`src/rtl/pcs_pkg.sv`:
```
// Purpose: shared constants for the program counter and return stack
// Assumes: one instruction cycle per core clock enable-free cycle
// Notes: widths and encodings of the counter operations
package pcs_pkg;
  // ==========================================================
  // widths
  localparam int PCS_PC_W = 12;
  localparam int PCS_ROM_AW = 11;
  localparam int PCS_PAGE_W = 10;
  localparam int PCS_LOW_W = 8;
  localparam int PCS_STACK_DEPTH = 8;
  localparam int PCS_SP_W = 3;
  localparam int PCS_PAGE_WORDS = 1024;
  localparam int PCS_ROM_WORDS = 2048;
  localparam int PCS_ROM_DW = 13;
  // ==========================================================
  // field positions
  localparam int PCS_PAGE_MSB_POS = 10;
  localparam int PCS_STATUS_PAGE_POS = 5;
  // ==========================================================
  // reset values and the counter increment
  localparam logic [11:0] PCS_PC_RESET = 12'h000;
  localparam logic [2:0] PCS_SP_RESET = 3'h0;
  localparam logic [11:0] PCS_PC_ONE = 12'h001;
  // ==========================================================
  // operations from the instruction decoder
  typedef enum logic [2:0] {
    PCS_OP_NEXT = 3'h0,
    PCS_OP_JUMP = 3'h1,
    PCS_OP_CALL = 3'h2,
    PCS_OP_RET = 3'h3,
    PCS_OP_ADD = 3'h4,
    PCS_OP_WRITE = 3'h5
  } pcs_op_t;
  // ==========================================================
  // sequencing states, one-hot
  typedef enum logic [1:0] {
    PCS_ST_RUN = 2'h1,
    PCS_ST_WAIT = 2'h2
  } pcs_state_t;
endpackage

```
`src/rtl/pcs_stack.sv`:
```
// Purpose: circular return stack of counter values
// Assumes: push and pop never asserted together
// Notes: wraps silently on overflow and underflow
`timescale 1ns/1ps
module pcs_stack
  import pcs_pkg::*;
#(
  parameter int DEPTH = PCS_STACK_DEPTH,
  parameter int WIDTH = PCS_PC_W
) (
  // clock and reset
  input wire logic i_core_clk,
  input wire logic i_rst_b,
  // push and pop
  input wire logic i_push,
  input wire logic [WIDTH-1:0] i_push_data,
  input wire logic i_pop,
  // top entry
  output logic [WIDTH-1:0] o_top
);
  logic [WIDTH-1:0] entry [DEPTH];
  logic [PCS_SP_W-1:0] sp;
  logic [PCS_SP_W-1:0] sp_top;

  // sp points at next free slot; top is the slot below it
  assign sp_top = sp - 3'h1;
  assign o_top = entry[sp_top];

  // ==========================================================
  // pointer, wrapping without error flag
  always_ff @(posedge i_core_clk or negedge i_rst_b) begin
    if (!i_rst_b) begin
      sp <= PCS_SP_RESET;
    end else if (i_push) begin
      sp <= sp + 3'h1;
    end else if (i_pop) begin
      sp <= sp_top;
    end
  end

  // ==========================================================
  // entries, oldest overwritten after eight pushes
  always_ff @(posedge i_core_clk or negedge i_rst_b) begin
    if (!i_rst_b) begin
      for (int k = 0; k < DEPTH; k++) begin
        entry[k] <= PCS_PC_RESET;
      end
    end else if (i_push) begin
      entry[sp] <= i_push_data;
    end
  end
endmodule // pcs_stack

```
`src/rtl/pcs_core.sv`:
```
// Purpose: program counter with page select and return stack
// Assumes: decoder holds op stable until o_op_done
// Notes: counter write may take an extra cycle per option bit
`timescale 1ns/1ps
module pcs_core
  import pcs_pkg::*;
#(
  parameter int PC_W = PCS_PC_W,
  parameter int DEPTH = PCS_STACK_DEPTH
) (
  // clock and reset
  input wire logic i_core_clk,
  input wire logic i_rst_b,
  // decoder request
  input wire logic i_op_valid,
  input wire pcs_op_t i_op,
  input wire logic [PCS_PAGE_W-1:0] i_target,
  input wire logic [PCS_LOW_W-1:0] i_accum,
  input wire logic [PCS_LOW_W-1:0] i_reg_write_data,
  input wire logic [PCS_LOW_W-1:0] i_status_register_word,
  input wire logic i_jump_cycle_option,
  // answer
  output logic o_op_done,
  // rom address and counter view
  output logic [PCS_ROM_AW-1:0] o_rom_addr,
  output logic [PC_W-1:0] o_program_counter_register
);
  logic [PC_W-1:0] pc;
  logic [PC_W-1:0] next_pc;
  logic [PC_W-1:0] pc_inc;
  logic [PC_W-1:0] stack_top;
  logic page_select_bit;
  logic push;
  logic pop;
  logic is_write;
  logic step;
  pcs_state_t state;
  pcs_state_t next_state;

  // ==========================================================
  // decode
  assign page_select_bit = i_status_register_word[PCS_STATUS_PAGE_POS];
  assign pc_inc = pc + PCS_PC_ONE;
  assign is_write = (i_op == PCS_OP_ADD) || (i_op == PCS_OP_WRITE);

  // counter writes with the option set wait one extra cycle
  always_comb begin
    next_state = state;
    step = 1'b0;
    case (state)
      PCS_ST_RUN: begin
        if (i_op_valid && is_write && i_jump_cycle_option) begin
          next_state = PCS_ST_WAIT;
        end else begin
          step = 1'b1;
        end
      end
      PCS_ST_WAIT: begin
        next_state = PCS_ST_RUN;
        step = 1'b1;
      end
      default: begin
        next_state = PCS_ST_RUN;
      end
    endcase
  end

  assign o_op_done = step;
  assign push = step && i_op_valid && (i_op == PCS_OP_CALL);
  assign pop = step && i_op_valid && (i_op == PCS_OP_RET);

  // ==========================================================
  // next counter value
  always_comb begin
    next_pc = pc_inc;
    if (i_op_valid) begin
      case (i_op)
        PCS_OP_JUMP, PCS_OP_CALL: begin
          next_pc = {pc[PC_W-1], page_select_bit, i_target};
        end
        PCS_OP_RET: begin
          // stack value used whole; page select not consulted
          next_pc = stack_top;
        end
        PCS_OP_ADD: begin
          next_pc = pc + {4'h0, i_accum};
          next_pc[PCS_PAGE_MSB_POS] = page_select_bit;
        end
        PCS_OP_WRITE: begin
          next_pc = {pc[PC_W-1], page_select_bit, pc[9:8],
                     i_reg_write_data};
        end
        default: begin
          next_pc = pc_inc;
        end
      endcase
    end
  end

  // ==========================================================
  // state register
  always_ff @(posedge i_core_clk or negedge i_rst_b) begin
    if (!i_rst_b) begin
      state <= PCS_ST_RUN;
    end else begin
      state <= next_state;
    end
  end

  // ==========================================================
  // counter register
  always_ff @(posedge i_core_clk or negedge i_rst_b) begin
    if (!i_rst_b) begin
      pc <= PCS_PC_RESET;
    end else if (step) begin
      pc <= next_pc;
    end
  end

  assign o_program_counter_register = pc;
  // page-select driven bit ten plus ten page bits reach the rom
  assign o_rom_addr = pc[PCS_ROM_AW-1:0];

  // ==========================================================
  // return stack
  pcs_stack #(
    .DEPTH(DEPTH),
    .WIDTH(PC_W)
  ) u_stack (
    .i_core_clk(i_core_clk),
    .i_rst_b(i_rst_b),
    .i_push(push),
    .i_push_data(pc_inc),
    .i_pop(pop),
    .o_top(stack_top)
  );

  // ==========================================================
  // checks
  // cycles without a counter update; a write may stall only once
  logic [1:0] stall_cnt;

  always_ff @(posedge i_core_clk or negedge i_rst_b) begin
    if (!i_rst_b) begin
      stall_cnt <= 2'h0;
    end else if (o_op_done) begin
      stall_cnt <= 2'h0;
    end else if (stall_cnt != 2'h3) begin
      stall_cnt <= stall_cnt + 2'h1;
    end
  end
endmodule // pcs_core

```
`config.mk`:
```
export PLATFORM = sky130hd
export DESIGN_NAME = pcs_core
export DESIGN_NICKNAME = d
export VERILOG_FILES = /design/src/rtl/pcs_pkg.sv /design/src/rtl/pcs_stack.sv /design/src/rtl/pcs_core.sv
export SDC_FILE = /design/constraint.sdc
export NUM_CORES = 1
export LEC_CHECK = 0
export BUFFER_PORTS_ARGS = -buffer_cell sky130_fd_sc_hd__buf_2
export CAP_MARGIN = 20
export CORE_MARGIN = 4
export CORE_UTILIZATION = 54
export CTS_CLUSTER_DIAMETER = 200
export DETAILED_ROUTE_END_ITERATION = 10
export PLACE_DENSITY = 0.88
export SYNTH_ARGS = -nofsm -noshare
export SYNTH_HDL_FRONTEND = slang
export SYNTH_SLANG_ARGS = --single-unit
```
`constraint.sdc`:
```
create_clock -name i_core_clk -period 2.7 [get_ports i_core_clk]
set_input_delay 0.54 -clock i_core_clk [delete_from_list [all_inputs] [get_ports i_core_clk]]
set_output_delay 0.54 -clock i_core_clk [all_outputs]
set_load 0.01 [all_outputs]
```
* Word-level counts from Yosys, hierarchy flattened
Cells that the tools add are included.
** Word-level totals
- Flip-flop bits (word level) :: 113
- Output and inout port bits :: 24
- Word-level logic and storage cells :: 57
** Cells by class
- Add/subtract/negate cells :: 4
- $lt $le $gt $ge :: 3
- Equal/unequal tests :: 10
- Muxes and demuxes :: 14
- Bitwise gates (word level) :: 2
- Reduce and logical (&&, ||, !) cells :: 11
** Operators with widths (number)
- 96-bit bitwise mux :: 1
- 12-bit 2-to-1 mux :: 4
- 12-bit case mux with 4 select lines :: 1
- 12-bit binary-select mux with 3-bit select :: 1
- 12-bit demux with 3-bit select :: 1
- 12-bit by 1-bit adder with 12-bit output (second input constant) :: 1
- 12-bit by 8-bit adder with 12-bit output :: 1
- 4-bit greater-or-equal comparator (second input constant) :: 2
- 3-bit inverter with 4-bit output :: 2
- 3-bit by 2-bit == test with 1-bit output (second input constant) :: 2
- 3-bit == test (second input constant) :: 2
- 1-bit logical AND :: 6
- 3-bit 2-to-1 mux :: 2
- 2-bit inequality test (second input constant) :: 3
- 4-bit by 1-bit less-than comparator with 1-bit output (second input constant) :: 1
- 2-bit 2-to-1 mux :: 2
- 3-bit by 1-bit adder with 3-bit output (second input constant) :: 1
- 3-bit by 1-bit == test with 1-bit output (second input constant) :: 1
- 3-bit AND reduction :: 1
- 3-bit by 1-bit subtractor with 3-bit output (second input constant) :: 1
- 2-bit by 1-bit == test with 1-bit output (second input constant) :: 1
- 2-bit == test (second input constant) :: 1
- 1-bit case mux with 2 select lines :: 1
- 2-bit AND reduction :: 1
- other kinds (4) :: 4

* Logic depth before layout (Yosys ltp)
- Depth after elaboration :: 10
- Depth in mapped cells :: 10
- Gate-level depth less buffers :: 8

* By module
Synthesis repeated with hierarchy kept, for this count alone.
** Unflattened totals
- Cells, all modules :: 610
- Area, all modules :: 6698.9 um2
** Modules (own cells, without submodules)
- pcs_stack :: instances 1, cells an instance 354, area an instance 4730.8 um2, seq. area each 2477.4 um2
- pcs_core :: instances 1, cells an instance 256, area an instance 1968.1 um2, seq. area each 351.6 um2

* Worst setup path after synthesis
OpenSTA, ideal clock, no wires.
- Kind :: flip-flop to flip-flop
- Start :: register u_stack.sp[0]
- End :: register pc[7] (netlist: o_program_counter_register[7])
- Library setup time :: 0.139 ns
- Data arrival time :: 2.416 ns
- Required time :: 2.561 ns
- Path slack :: 0.146 ns
- Stages on the path, launching flop included :: 11
- Path through :: dfrtp_1 > buf_2 > inv_1 > ha_1 > clkbuf_1 > clkbuf_1 > mux4_2 > nand2_1 > a21oi_1 > a2111oi_0 > a21oi_1
** On the way
- Longest elaborated chain between the ends :: 7
** Ends and longest elaborated chain
- start: declaration :: line pcs_stack.sv:22 : logic [PCS_SP_W-1:0] sp;
- start signal: assignment :: line pcs_stack.sv:35 : sp <= sp + 3'h1;
- start signal: assignment :: line pcs_stack.sv:37 : sp <= sp_top;
- 3-bit by 1-bit subtractor with 3-bit output :: line pcs_stack.sv:26 : assign sp_top = sp - 3'h1;
- net u_stack.sp_top[0] :: line pcs_stack.sv:23 : logic [PCS_SP_W-1:0] sp_top;
- 3-bit inverter with 4-bit output (implied by the code) :: line pcs_stack.sv:27 : assign o_top = entry[sp_top];
- 12-bit binary-select mux with 3-bit select :: line pcs_stack.sv:27
- 12-bit 2-to-1 mux (implied by the code) (2 in series) :: line pcs_stack.sv:27
- 12-bit case mux with 4 select lines :: line pcs_core.sv:77 : case (i_op)
- 12-bit 2-to-1 mux :: line pcs_core.sv:76 : if (i_op_valid) begin
- end signal: assignment :: line pcs_core.sv:116 : pc <= next_pc;
- end: declaration :: line pcs_core.sv:28 : logic [PC_W-1:0] pc;
The timed path passes the listed nets, and every way through them passes these cells. The select of a mux whose other input is x is not followed.
A chain may end at the register's enable or synchronous reset.

* Worst setup path in the final report
- Start :: register state[0]
- End :: output o_op_done
** On the way
- Longest elaborated chain between the ends :: 2
- Elaborated cells between the ends (all ways) :: 3
** Ends and longest elaborated chain
- start: declaration :: line pcs_core.sv:37 : pcs_state_t state;
- start signal: assignment :: line pcs_core.sv:106 : state <= next_state;
- 2-bit == test or 2-bit by 1-bit == test with 1-bit output (tied branches) :: line pcs_core.sv:50 : case (state)
- 1-bit case mux with 2 select lines * :: line pcs_core.sv:50
- end: declaration :: line pcs_core.sv:23 : output logic o_op_done,
Every way passes the cells marked *; elsewhere a longest branch is shown, timed or not.

==> results.yml <==
floorplanning:
  ioPinCount: 65
  start_util_pct: 55.1
  die-height_um: 119
  core_area_um2: 12000
  die_area_um2: 14000
  die_x_um: 119
  rows: 40
sta:
  maxSlewHeadroom_pct: 32.6
  setup_viol: 0
  fin_crit_sh_pct: 97.7
  tightest_slew_ns: 1.00
  final.min_clock_period_ns: 2.64
  max_freq_mhz: 379
  skew_ns: 0.0101
  report.final.slew_viol_count: 0
  rsz0062_at_grt: "false"
  hold_viol: 0
global_route:
  grt_pass1_wl_mm: 26.9
  grt_max_degree: 114
  grt_pass1_vias: 5077
  track_usage_pct: 24.5
  overflow: 0
  grt_antenna_before_repair: 0
logic_synthesis:
  synth_edf_count: 0
  synthAdderAreaFrac_pct: 3.68
  ys.flop_type: "dfrtp_1"
  synth_top_area_cell: "dfrtp_1"
  synth_xor_area_share_pct: 2.79
  synth_compound_area_share_pct: 8.95
  synth_top_cell_area_share_pct: 42.5
  synthMostInstantiatedCell: "dfrtp_1"
  ys_seq_elements: 113
  ys_seq_area_share_pct: 42.9
  synth.mux.area_fraction_pct: 27.4
  synthCells: 531
  yosys-top-cells-count: "112 x dfrtp_1, 41 x nand2_1, 38 x mux2_4"
  yosys.area_share.simple_pct: 9.13
  synth_nets: 586
  synthArstFlopShare_pct: 100
  ys_warn_count: 0
  synth_area_per_cell_um2: 12.4
  synth_top_family_by_area: "multiplexers"
  synth_cell_types: 69
  netlist_area_um2: 6600
  synthTopCellsByArea: "dfrtp_1 42%, mux2_4 8.7%, mux4_2 8.2%"
routing:
  drc: 0
  wirelength_mm: 16.6
  final_antenna_net_count: 0
  num_vias: 4821
  vias_per_cell: 6.38
  firstDrtPassIters: 5
  wl_per_cell_um: 22.0
  drt-initial-drc-count: 520
clock_network:
  cts.sinks: 113
  root_buffer: "clkbuf_16"
  cts_buffers: 17
  clk_latency_ns: 0.41
  clk_pin_slew_worst_paths_ns: 0.05
  clock_path_buffers: 2
  htree_num_levels: 4
  ctsHoldBuffers: 0
  cts_tree: "built"
critical_path:
  r2r_slack_ns: 0.12
  critPathLaunchType: "register"
  crit_arrival_ns: 2.10
  required_ns: 2.16
  critical_path_class: "register to primary output"
  end_kind: "primary output"
  worstPathMaxFanout: 14
placement:
  dp_hpwl_mm: 11.0
  port_buffers: 57
  routabilityCongestion: 1.00
  dpl_cell_area_um2: 7030
final_layout:
  final_util_pct: 64.4
  area_growth_syn_to_layout_pct: 16.8
  nets: 651
  diodes: 0
  stdcell_area_um2: 7710
  drive_gt1_share_pct: 38.8
  fill_cells: 802
power_and_ir_drop:
  p_leak_nw: 3.59
  cellPowerDensity_nw_per_um2: 1210
  peakVddDrop_uv: 509
hold_path:
  hold_path_class: "input pin to async pin"
outcome:
  status: "finished clean"
job:
  drv_cap: 0
==> report_power, final <==
group	switching (mW)	total [mW]	internal, mW
registers	0.528	2.86	2.33
clock network	0.766	2.43	1.66
logic	2.12	4.02	1.90
==> layer usage <==
metal	GRT usage, %	up-vias	share of wire, %
li1	-	2089	-
met3	5.50	57	6.3
met4	10.4	0	3.1
met2	42.4	233	52
met5	0	-	0
met1	29.4	2442	39
==> cells by family after synthesis <==
kind of cell	count (synthesis)
compound gates	82
xor+xnor	21
fa+ha+maj	20
buf+inv	59
flops	113
mux	125
simple gates	111
==> what timing repair did <==
item,4_1_cts,5_1_grt
setup buffers,0,3
endpoints found under the setup margin,0,8
resized for setup,0,1
==> cell type report <==
type	count	area (µm²)	area share, %
sequential	113	2830	36.7
clock buffer	23	498	6.46
tap	147	184	2.39
inverter	22	82.6	1.07
clock inverter	9	151	1.96
timing repair buffer	83	533	6.92
multi-input combinational	359	3430	44.5
==> layout by cell type (no fill, tap or decap), drive strengths merged, types with 3 or more instances in the layout <==
cell type    n
dfrtp      112
mux2        90
buf         83
nand2       42
mux4        24
a21oi       23
clkbuf      23
inv         20
nor2        17
nand3       14
ha          13
nor3        12
xor2        11
mux2i       11
xnor2       10
o21ai        7
maj3         6
clkinv       6
a2111oi      5
o2111ai      5
a31oi        5
nor4         4
o21a         4
or2          4
bufinv       4
o21bai       3
a21o         3
a221o        3
and2         3
o22ai        3
nor2b        3
==> worst max-delay path, cell delays in order, from the launching register on <==
cell     delay (ns)
dfstp_2        0.54
inv_1          0.04
ha_1           0.30
inv_1          0.08
a31oi_4        0.26
inv_2          0.10
buf_4          0.20
buf_2          0.16
==> final timing paths <==
path | startpoint | endpoint | cells after the start
max | state[0] | o_op_done | 7
min | i_rst_b | o_program_counter_register[6] | 2
max reg2reg | state[0] | u_stack.entry[10] | 8
min reg2reg | state[0] | state[0] | 2
max in group asynchronous | i_rst_b | u_stack.entry[86] | 2
min in group i_core_clk | state[0] | state[0] | 2
==> sequential cells by signal, summed over array words and instances (netlist names) <==
name and cells:
o_program_counter_register 12, state 2, u_stack.entry 96, u_stack.sp 3
==> stage by stage <==
| step | instances | total power, mW | hold WS (ns) | setup TNS [ns] | setup slack [ns] |
|---|---|---|---|---|---|
| after floorplan | 531 | 5.61 | 0.244 | 0 | 0.146 |
| after global placement | 721 | 6.45 | 0.455 | 0 | 0.0726 |
| after detailed placement | 721 | 6.69 | 0.468 | -0.0279 | -0.0279 |
| after CTS | 753 | 9.20 | 0.239 | 0 | 0.0601 |
| after global routing | 756 | 9.75 | 0.247 | 0 | 0.0334 |
| final | 756 | 9.31 | 0.186 | 0 | 0.0612 |
Power figures use the tool's default switching activity.
